### config.mk
export PLATFORM = sky130hd
export DESIGN_NAME = pirqc_top
export DESIGN_NICKNAME = d
export VERILOG_FILES = /design/src/rtl/pirqc_pkg.sv /design/src/rtl/pirqc_top.sv
export SDC_FILE = /design/constraint.sdc
export NUM_CORES = 1
export LEC_CHECK = 0
export ABC_AREA = 1
export BUFFER_PORTS_ARGS = -buffer_cell sky130_fd_sc_hd__buf_2
export CORE_MARGIN = 2
export CORE_UTILIZATION = 32
export CTS_CLUSTER_SIZE = 8
export DETAILED_ROUTE_END_ITERATION = 10
export GPL_ROUTABILITY_DRIVEN = 1
export SLEW_MARGIN = 25
export SYNTH_ARGS = -nofsm -noshare
export SYNTH_HDL_FRONTEND = slang
export SYNTH_SLANG_ARGS = --single-unit
### constraint.sdc
create_clock -name clk -period 5.4 [get_ports clk]
set_clock_uncertainty 0.2 [all_clocks]
set_input_delay 0.27 -clock clk [delete_from_list [all_inputs] [get_ports clk]]
set_output_delay 0.27 -clock clk [all_outputs]
set_load 0.1 [all_outputs]
### src/rtl/pirqc_pkg.sv
// shared constants, types and helpers of the prioritized interrupt controller
package pirqc_pkg;

  // ------------------------------------------------------------
  // vectors, one per source, index 0 is the non-maskable one
  // ------------------------------------------------------------
  localparam int unsigned VEC_W = 12;
  localparam logic [11:0] VEC_SRC0 = 12'hffc;
  localparam logic [11:0] VEC_SRC1 = 12'hff6;
  localparam logic [11:0] VEC_SRC2 = 12'hff4;
  localparam logic [11:0] VEC_SRC3 = 12'hff2;
  localparam logic [11:0] VEC_SRC4 = 12'hff0;

  // ------------------------------------------------------------
  // register map (byte addresses) and field layout
  // ------------------------------------------------------------
  localparam int unsigned ADDR_W = 4;
  localparam logic [3:0] ADDR_OPT = 4'h0;
  localparam logic [3:0] ADDR_STAT = 4'h4;
  localparam logic [3:0] ADDR_EVT = 4'h8;
  localparam int unsigned OPT_LES_BIT = 6;
  localparam int unsigned OPT_ESB_BIT = 5;
  localparam int unsigned OPT_GEN_BIT = 4;
  localparam logic [7:0] OPT_RESET = 8'h00;
  localparam int unsigned STAT_MODE_LSB = 0;
  localparam int unsigned STAT_BANK_LSB = 2;
  localparam int unsigned STAT_PEND_LSB = 4;
  localparam int unsigned STAT_WAKE_BIT = 9;
  localparam int unsigned NUM_EVT = 4;
  localparam logic [31:0] RD_ZERO = 32'h0000_0000;

  // ------------------------------------------------------------
  // pins and timing
  // ------------------------------------------------------------
  localparam int unsigned NUM_SRC = 5;
  localparam logic [4:0] PIN_IDLE = 5'h1f;
  localparam logic [1:0] ANOM_CYCLES = 2'h3;

  typedef enum logic [1:0] {
    MODE_NORM  = 2'b00,
    MODE_IRQ   = 2'b01,
    MODE_NMI_I = 2'b11,
    MODE_NMI_N = 2'b10
  } pirqc_mode_e;

  typedef enum logic [1:0] {
    BANK_NORM = 2'b00,
    BANK_IRQ  = 2'b01,
    BANK_NMI  = 2'b10
  } pirqc_bank_e;

  typedef struct packed {
    logic take;
    logic push_pc;
    logic pop_pc;
    logic [11:0] vector;
  } pirqc_core_s;

  typedef struct packed {
    logic carry;
    logic zero;
  } pirqc_flags_s;

  // highest pending maskable source, 1 first, 0 when none
  function automatic logic [2:0] pirqc_pick(input logic [3:0] req);
    logic [2:0] idx;
    idx = 3'h0;
    for (int i = 3; i >= 0; i--) begin
      if (req[i]) begin
        idx = 3'(i + 1);
      end
    end
    return idx;
  endfunction

  function automatic logic [11:0] pirqc_vector(input logic [2:0] idx);
    case (idx)
      3'h1: return VEC_SRC1;
      3'h2: return VEC_SRC2;
      3'h3: return VEC_SRC3;
      3'h4: return VEC_SRC4;
      default: return VEC_SRC0;
    endcase
  endfunction

endpackage

### src/rtl/pirqc_top.sv
// prioritized interrupt controller with flag banks and avalon-mm slave
module pirqc_top #(
  parameter bit REPRODUCE_ANOMALY = 1'b0
) (
  // clock, reset, enable
  input wire logic clk,
  input wire logic srst,
  input wire logic clk_en,
  // avalon-mm slave
  input wire logic [pirqc_pkg::ADDR_W-1:0] avs_address,
  input wire logic avs_read,
  input wire logic avs_write,
  input wire logic [31:0] avs_writedata,
  output logic [31:0] avs_readdata,
  output logic avs_waitrequest,
  // interrupt pins, active low, asynchronous
  input wire logic [pirqc_pkg::NUM_SRC-1:0] irq_line_n,
  // peripheral events ored onto sources 3 and 4
  input wire logic [pirqc_pkg::NUM_EVT-1:0] evt_in,
  // core sequencer
  input wire logic instr_done,
  input wire logic return_from_irq,
  input wire logic sleep_in,
  input wire logic opt_zero_wr_busy,
  input wire logic [1:0] opt_zero_wr_cycle,
  input wire logic flag_wr,
  input wire pirqc_pkg::pirqc_flags_s flag_in,
  output pirqc_pkg::pirqc_core_s core_out,
  output pirqc_pkg::pirqc_flags_s flag_out,
  output pirqc_pkg::pirqc_bank_e bank_out,
  output logic wake
);
  import pirqc_pkg::*;

  // ------------------------------------------------------------
  // pin synchronisers and edge detection
  // ------------------------------------------------------------
  logic [NUM_SRC-1:0] pin_meta_reg;
  logic [NUM_SRC-1:0] pin_sync_reg;
  logic [NUM_SRC-1:0] pin_prev_reg;
  logic [NUM_SRC-1:0] fall;
  logic [NUM_SRC-1:0] rise;

  always_ff @(posedge clk) begin
    if (srst) begin
      pin_meta_reg <= PIN_IDLE;
      pin_sync_reg <= PIN_IDLE;
      pin_prev_reg <= PIN_IDLE;
    end else if (clk_en) begin
      pin_meta_reg <= irq_line_n;
      pin_sync_reg <= pin_meta_reg;
      pin_prev_reg <= pin_sync_reg;
    end
  end

  assign fall = pin_prev_reg & ~pin_sync_reg;
  assign rise = ~pin_prev_reg & pin_sync_reg;

  // ------------------------------------------------------------
  // option register: bus copy plus the copy in force
  // ------------------------------------------------------------
  logic [7:0] opt_shadow_reg;
  logic [7:0] opt_reg;
  logic bus_wr;
  logic bus_rd;
  logic gen;
  logic gen_next;
  logic src1_level_select;
  logic src2_edge_polarity;

  assign bus_wr = avs_write && !avs_waitrequest;
  assign bus_rd = avs_read && !avs_waitrequest;
  assign gen = opt_reg[OPT_GEN_BIT];
  assign src1_level_select = opt_reg[OPT_LES_BIT];
  assign src2_edge_polarity = opt_reg[OPT_ESB_BIT];
  // the boundary samples with the value that is about to be put in force
  assign gen_next = opt_shadow_reg[OPT_GEN_BIT];

  always_ff @(posedge clk) begin
    if (srst) begin
      opt_shadow_reg <= OPT_RESET;
    end else if (clk_en && bus_wr && avs_address == ADDR_OPT) begin
      opt_shadow_reg <= avs_writedata[7:0];
    end
  end

  always_ff @(posedge clk) begin
    if (srst) begin
      opt_reg <= OPT_RESET;
    end else if (clk_en && instr_done) begin
      opt_reg <= opt_shadow_reg;
    end
  end

  // ------------------------------------------------------------
  // request latches and event flags
  // ------------------------------------------------------------
  logic nmi_latch_reg;
  logic src1_edge_reg;
  logic src2_edge_reg;
  logic [NUM_EVT-1:0] evt_flag_reg;
  logic [3:0] mreq;
  logic [2:0] pick;
  logic take_nmi;
  logic take_mask;
  pirqc_mode_e mode_reg;

  // set wins over the clear that entry gives
  always_ff @(posedge clk) begin
    if (srst) begin
      nmi_latch_reg <= 1'b0;
    end else if (clk_en) begin
      nmi_latch_reg <= fall[0] || (nmi_latch_reg && !take_nmi);
    end
  end

  always_ff @(posedge clk) begin
    if (srst) begin
      src1_edge_reg <= 1'b0;
    end else if (clk_en) begin
      // level mode stores nothing
      src1_edge_reg <= !src1_level_select && (fall[1]
        || (src1_edge_reg && !(take_mask && pick == 3'h1)));
    end
  end

  always_ff @(posedge clk) begin
    if (srst) begin
      src2_edge_reg <= 1'b0;
    end else if (clk_en) begin
      src2_edge_reg <= (src2_edge_polarity ? rise[2] : fall[2])
        || (src2_edge_reg && !(take_mask && pick == 3'h2));
    end
  end

  always_ff @(posedge clk) begin
    if (srst) begin
      evt_flag_reg <= '0;
    end else if (clk_en) begin
      evt_flag_reg <= evt_in | (evt_flag_reg & ~((bus_wr && avs_address == ADDR_EVT)
        ? avs_writedata[NUM_EVT-1:0] : '0));
    end
  end

  // level sources are seen only while the line is low at the boundary
  always_comb begin
    mreq[0] = src1_level_select ? !pin_sync_reg[1] : src1_edge_reg;
    mreq[1] = src2_edge_reg;
    mreq[2] = !pin_sync_reg[3] || (|evt_flag_reg[1:0]);
    mreq[3] = !pin_sync_reg[4] || (|evt_flag_reg[3:2]);
  end

  assign pick = pirqc_pick(gen_next ? mreq : 4'h0);

  // ------------------------------------------------------------
  // arbitration at the instruction boundary
  // ------------------------------------------------------------
  logic in_nmi;
  logic anom_pend_reg;

  assign in_nmi = (mode_reg == MODE_NMI_I) || (mode_reg == MODE_NMI_N);
  // a return in the same cycle wins; the next boundary sees the new mode
  assign take_nmi = instr_done && nmi_latch_reg && !in_nmi && !return_from_irq;
  assign take_mask = instr_done && !take_nmi && !return_from_irq
    && mode_reg == MODE_NORM && pick != 3'h0;

  // remembers a request seen in the unsafe part of an option-zero write
  always_ff @(posedge clk) begin
    if (srst) begin
      anom_pend_reg <= 1'b0;
    end else if (clk_en) begin
      if (instr_done) begin
        anom_pend_reg <= 1'b0;
      end else if (opt_zero_wr_busy && opt_zero_wr_cycle < ANOM_CYCLES
        && mode_reg == MODE_NORM && |(gen ? mreq : 4'h0)) begin
        anom_pend_reg <= 1'b1;
      end
    end
  end

  // ------------------------------------------------------------
  // mode, flag bank and core hand-off
  // ------------------------------------------------------------
  pirqc_bank_e bank_reg;
  pirqc_bank_e bank_next;
  pirqc_mode_e mode_next;
  logic pop_ok;
  pirqc_flags_s flag_bank_reg [3];

  assign pop_ok = return_from_irq && mode_reg != MODE_NORM;

  always_comb begin
    mode_next = mode_reg;
    bank_next = bank_reg;
    if (take_nmi) begin
      mode_next = (mode_reg == MODE_IRQ) ? MODE_NMI_I : MODE_NMI_N;
      bank_next = BANK_NMI;
    end else if (take_mask) begin
      mode_next = MODE_IRQ;
      // the anomaly switches mode but keeps the normal flags
      bank_next = (REPRODUCE_ANOMALY && anom_pend_reg) ? BANK_NORM : BANK_IRQ;
    end else if (return_from_irq) begin
      case (mode_reg)
        MODE_NMI_I: begin
          mode_next = MODE_IRQ;
          bank_next = BANK_IRQ;
        end
        MODE_NMI_N, MODE_IRQ: begin
          mode_next = MODE_NORM;
          bank_next = BANK_NORM;
        end
        default: begin
          mode_next = mode_reg;
        end
      endcase
    end
  end

  always_ff @(posedge clk) begin
    if (srst) begin
      mode_reg <= MODE_NORM;
      bank_reg <= BANK_NORM;
    end else if (clk_en) begin
      mode_reg <= mode_next;
      bank_reg <= bank_next;
    end
  end

  always_ff @(posedge clk) begin
    if (srst) begin
      core_out <= '0;
    end else if (clk_en) begin
      core_out.take <= take_nmi || take_mask;
      core_out.push_pc <= take_nmi || take_mask;
      core_out.pop_pc <= pop_ok;
      if (take_nmi || take_mask) begin
        core_out.vector <= pirqc_vector(take_nmi ? 3'h0 : pick);
      end
    end
  end

  always_ff @(posedge clk) begin
    if (srst) begin
      for (int i = 0; i < 3; i++) begin
        flag_bank_reg[i] <= '0;
      end
      flag_out <= '0;
    end else if (clk_en) begin
      if (flag_wr) begin
        flag_bank_reg[bank_reg] <= flag_in;
      end
      flag_out <= (flag_wr && bank_next == bank_reg) ? flag_in : flag_bank_reg[bank_next];
    end
  end

  assign bank_out = bank_reg;

  // stays asleep unless enabled, even with an nmi pending
  always_ff @(posedge clk) begin
    if (srst) begin
      wake <= 1'b0;
    end else if (clk_en) begin
      wake <= sleep_in && gen && (nmi_latch_reg || |mreq);
    end
  end

  // ------------------------------------------------------------
  // avalon-mm slave: one wait cycle, then the answer
  // ------------------------------------------------------------
  logic [31:0] stat_word;

  always_comb begin
    stat_word = RD_ZERO;
    stat_word[STAT_MODE_LSB +: 2] = mode_reg;
    stat_word[STAT_BANK_LSB +: 2] = bank_reg;
    stat_word[STAT_PEND_LSB +: 5] = {mreq, nmi_latch_reg};
    stat_word[STAT_WAKE_BIT] = wake;
  end

  always_ff @(posedge clk) begin
    if (srst) begin
      avs_waitrequest <= 1'b1;
      avs_readdata <= RD_ZERO;
    end else if (clk_en) begin
      avs_waitrequest <= !((avs_read || avs_write) && avs_waitrequest);
      if (avs_read && avs_waitrequest) begin
        case (avs_address)
          ADDR_STAT: avs_readdata <= stat_word;
          ADDR_EVT: avs_readdata <= {{(32 - NUM_EVT){1'b0}}, evt_flag_reg};
          default: avs_readdata <= RD_ZERO; // option register is write-only
        endcase
      end
    end
  end
endmodule

Yosys cells after proc, flatten, opt, wreduce, memory -nomap -nowiden --
Memory sizes are Yosys's and may differ from the RTL's. A register that Yosys moved wholly into a read port is not among the register bits. Index checks and enable logic that the tools add are counted. W data, S select, Z words.
Word-level totals: flip-flop bits (word level) 86, logic and storage cells 122, output and inout bits 53, memories kept 1, bits in writable memories 6
Memories:
- flag_bank_reg | words 3, width 2, read ports 1, clocked after Yosys merged registers in 1, wr ports 3, RTL line pirqc_top.sv:188 | pirqc_flags_s flag_bank_reg [3];
Operators by class: reductions and logical operators 57, equality and inequality tests 11, bitwise logic cells 7, mux-type cells 29
Operators by type and width (number):
- $logic_and A1 B1 Y1 | 23
- $pmux W10 S2 | 1
- $mux W2 | 8
- $pmux W4 S4 | 1
- $mux W3 | 5
- $logic_not A1 Y1 | 11
- $mux W1 | 10
- $eq A3 B2 Y1 const B | 3
- $logic_or A1 B1 Y1 | 9
- $mux W4 | 2
- $pmux W2 S2 | 2
- $reduce_or A2 Y1 | 4
- $and A3 B3 Y3 | 2
- $eq A3 B1 Y1 const B | 2
- $not A3 Y3 | 2
- $reduce_bool A3 Y1 | 2
- $and A4 B4 Y4 | 1
- $eq A2 B2 Y1 const B | 2
- $eq A4 B3 Y1 const B | 1
- $eq A4 B4 Y1 const B | 1
- $logic_not A4 Y1 | 1
- $not A4 Y4 | 1
- $or A4 B4 Y4 | 1
- $reduce_and A2 Y1 | 2
- 7 further kinds | 7

Depth between registers and ports, before layout --
depth after elaboration 15, depth in mapped cells 14, gate-level depth less buffers 14

Worst setup path after synthesis --
No wires, ideal clock.
path type reg-to-reg, from reg bank_reg[0], in the netlist bank_out[0], to reg, netlist name flag_out[0], data required time 5.072 ns, stages on the path, launching flop included 12, slack 3.104 ns, buffers on the path 0, clock period less this slack 2.296 ns, data arrival time 1.968 ns, cells stage by stage dfxtp_1 -> inv_1 -> nor2_1 -> a21oi_1 -> nand2_4 -> nand3_2 -> nand2_2 -> nor2_4 -> nor2_1 -> nor2_1 -> nor2_1 -> nor2_1
On the way: cells in the longest elaborated chain, start to end 4
RTL lines:
- start, declared | RTL line pirqc_top.sv:184 | pirqc_bank_e bank_reg;
- start signal, assigned | RTL line pirqc_top.sv:225 | bank_reg <= bank_next;
- $pmux W2 S2 | RTL line pirqc_top.sv:203 | case (mode_reg)
- $mux W2 (*) | RTL line pirqc_top.sv:202 | end else if (return_from_irq) begin
- $mux W2 (*) | RTL line pirqc_top.sv:198 | end else if (take_mask) begin
- $mux W2 (*) | RTL line pirqc_top.sv:195 | if (take_nmi) begin
Mark *: on every way between the ends. The rest lies on a longest branch, timed or not. A chain may end at the register's enable or synchronous reset.

Worst setup path in the final report --
from reg mode_reg[0], to reg, netlist name flag_out[0]
On the way: cells in the longest elaborated chain, start to end 12, elaborated cells on any way between the ends 18
RTL lines:
- start, declared | RTL line pirqc_top.sv:106 | pirqc_mode_e mode_reg;
- start signal, assigned | RTL line pirqc_top.sv:224 | mode_reg <= mode_next;
- $eq A2 B2 Y1 | RTL line pirqc_top.sv:161, pirqc_top.sv:203
- $logic_or A1 B1 Y1 | RTL line pirqc_top.sv:161 | assign in_nmi = (mode_reg == MODE_NMI_I) || (mode_reg == MODE_NMI_N);
- $logic_not A1 Y1 | RTL line pirqc_top.sv:163 | assign take_nmi = instr_done && nmi_latch_reg && !in_nmi && !return_from_irq;
- $logic_and A1 B1 Y1 (2 in series) | RTL line pirqc_top.sv:163
- $logic_not A1 Y1 | RTL line pirqc_top.sv:164 | assign take_mask = instr_done && !take_nmi && !return_from_irq
- $logic_and A1 B1 Y1 (2 in series) | RTL line pirqc_top.sv:164
- $logic_and A1 B1 Y1 (2 in series) | RTL line pirqc_top.sv:165 | && mode_reg == MODE_NORM && pick != 3'h0;
- $mux W2 | RTL line pirqc_top.sv:198
- $mux W2 (*) | RTL line pirqc_top.sv:195
Marks and branches as above.

==> out/results.ini <==
[run_status]
status = completed

[critical_path]
crit_buf_inv = 1
reg2reg_slack_ps = 3180
crit_slowest_cell = dfxtp_1
worst_setup_path_start_kind = register
critPathTopFamily = simple AND/OR/NAND/NOR gates
path_cells = inv_1, ha_1, nor2_2, nor2_1, a21oi_1, nand2_4, nand2_2, nand2_1, nand3_1, nand2_1, nor2_1, nor2_1, nor2_1, nor2_1
crit_path_frequent_cell = nor2_1
rr_startpoint = mode_reg[0]
reg2reg_depth = 14
setup.worst_path.end_class = register
path_max_fanout = 7
worstPathRequired_ps = 5400
timing.rr.end = flag_out[0]
crit_start = mode_reg[0]
cp.arrival_ps = 2220
path_class = register to register
max_stage_delay_ps = 400

[synthesis]
synth_edf_count = 8
synth.yosys.warnings = 0
synth_seq_area_share_pct = 41.9
syn_area_sq_um = 2960
synth_seq_cells = 58
avgSynthCellArea_sq_um = 7.65
synthArstFlopShare_pct = 0
synth_cell_types = 38
syn_inst = 387
synth_ff_type = dfxtp_1

[timing]
final-setup-viol-count = 0
grt_setup_unrepaired = no
fin_crit_ps = 2220
fmax_mhz = 451
slew_headroom_pct = 36.2
tightest_slew_ps = 950
tns_ps = 0
worst_slack_ps = 3180
hold_violations = 0
finalMaxSlewViolations = 0
holdWs_ps = 44.2
fin_crit_sh_pct = 41.0

[floorplan]
core_area_sq_um = 9110
initial_utilization_pct = 32.5
io_pins = 112
fp.dieW_microns = 100
rows = 35
die_area_sq_um = 10000
fp.dieH_microns = 100

[cts]
clockBufferDepth = 2
clkTransAtPathRegs_ps = 60
postCtsSetupRepairBufs = 0
cts_sinks = 58
clk_latency_ps = 330
numCtsBuffers = 9
cts.htree.levels = 3
cts_tree = done
cts_root_buf = clkbuf_8

[drt]
wl_per_cell_microns = 11.5
drt-pass1-iter-count = 4
antenna_left = 0
avgViaCountPerCell = 4.56
met2_length_microns = 2860
finalWirelength_microns = 6490
top_layer_used = met4
dr.first_iter.drc_count = 131
wl_met3_microns = 350
vias = 2571
drc = 0
routedLengthMet1_microns = 3130

[min_path]
holdCritPathClass = input port to register
min_from = sleep_in
hold_path_depth = 3
worstHoldEndpoint = wake

[grt]
antenna_found_initial = 0
grt_first_pass_wirelength_microns = 11100
grt_usage_pct = 13.8
first_global_vias = 2448
globalRoute.totalOverflow = 0
grt_max_degree = 40

[layout]
drive_gt1_share_pct = 22.5
final_area_sq_um = 3500
insertedDiodeCount = 0
area_growth_pct = 18.3
largest_reg_flops = 10
num-fill-cells = 952
final_nets = 512

[power_and_ir_drop]
p_leak_uw = 0.00167
irDropWorstVdd_mv = 0.137
powerDensity_nw_per_um2 = 308
power_uw = 1080

[placed_design]
port_buffers = 60
hpwl_microns = 4700
place_ws_ps = 2930
place_area_sq_um = 3180
gp_congestion = 0.787

[job]
maxCapViolCount = 0

## metrics by stage
| step | cells | utilization [%] |
|---|---|---|
| after floorplan | 409 | - |
| after global placement | 535 | 34.9 |
| after detailed placement | 535 | 34.9 |
| after CTS | 564 | 38.4 |
| after global routing | 564 | 38.4 |
| final | 564 | 38.4 |
## worst min-delay path: stages
cell	delay, ps
buf_2	100
o311ai_0	80
o31ai_1	70
## cells in the mapped netlist, types with 2 or more instances
master / n / area (sq um)
nor2_2: 2 / 12.5
nand2_1: 66 / 248
inv_1: 40 / 150
nor2_1: 39 / 146
clkbuf_1: 8 / 30.0
buf_4: 32 / 240
nor3_1: 2 / 10.0
inv_2: 6 / 22.5
nand4_1: 5 / 31.3
dfxtp_1: 50 / 1000
a21oi_1: 23 / 115
o221ai_1: 4 / 35.0
nand2_4: 2 / 22.5
nand2_2: 9 / 56.3
edfxtp_1: 8 / 240
nand3_2: 5 / 50.1
a32o_1: 4 / 40.0
o21ai_0: 26 / 130
buf_1: 3 / 11.3
buf_6: 2 / 22.5
nand3_1: 31 / 155
ha_1: 4 / 50.1
## where the power goes
group	switching [uW]	total [uW]	internal [uW]
clock	161	364	203
combinational	197	244	46.5
sequential	12.7	471	459
total	371	1080	708
## layout by cell type (no fill, tap or decap), types with 2 or more instances in the layout
cell | netlist | routed
nand2_1 | 66 | 66
buf_2 | 1 | 60
dfxtp_1 | 50 | 50
inv_1 | 40 | 40
nor2_1 | 39 | 39
nand3_1 | 31 | 31
o21ai_0 | 26 | 26
a21oi_1 | 23 | 23
conb_1 | 1 | 23
dlygate4sd3_1 | 0 | 14
clkbuf_8 | 0 | 10
nand2_2 | 9 | 9
edfxtp_1 | 8 | 8
inv_2 | 6 | 6
nand3_2 | 5 | 5
nand4_1 | 5 | 5
a32o_1 | 4 | 4
o221ai_1 | 4 | 4
ha_1 | 4 | 4
nor3_1 | 2 | 2
nor2_2 | 2 | 2
nand2_4 | 2 | 2
clkbuf_1 | 8 | 2
clkinv_2 | 0 | 2
## kinds of logic (layout without fill, tap and decap cells)
group                    Yosys count  in the layout  synth area share, %
flip-flops                        58             58                 41.9
adder cells (fa/ha/maj)            4              4                 1.69
AND/OR/NAND/NOR                  166            166                 27.0
other                              1             23                0.127
buffers and inverters             93            137                 16.4
AO/OA/AOI/OAI                     65             65                 12.9
## cell type report
type                    instances  area, sq um  area share, %
clock buffers                  13          170           4.86
clock inverters                 2         10.0          0.286
inverters                      47          176           5.04
multi-input cells             258         1320           37.6
flip-flops and latches         58         1240           35.4
well taps                     111          139           3.97
repair buffers                 75          448           12.8
## worst max-delay path by stage
stage / cells after the start / slack (ps) / to
final: 14 / 3180 / flag_out[0]
after global placement: 3 / 2930 / evt_flag_reg[2]
after global routing: 12 / 2890 / flag_out[0]
after CTS: 14 / 3170 / flag_out[0]
after detailed placement: 3 / 2930 / flag_bank_reg[2][0]
after floorplan: 11 / 3100 / flag_out[0]
## repair_timing
| item | CTS | global route |
|---|---|---|
| hold endpoints to repair | 14 | 0 |
| hold buffers | 14 | 0 |
| setup endpoints to repair | 0 | 0 |
| resized for setup | 0 | 0 |
## layer usage
layer,track usage [%],vias up
met3,2.99,13
met1,17.8,1147
met5,0,-
met4,6.43,0
met2,22.0,77
li1,-,1334
Note: power is estimated with default switching activity, not from simulation.
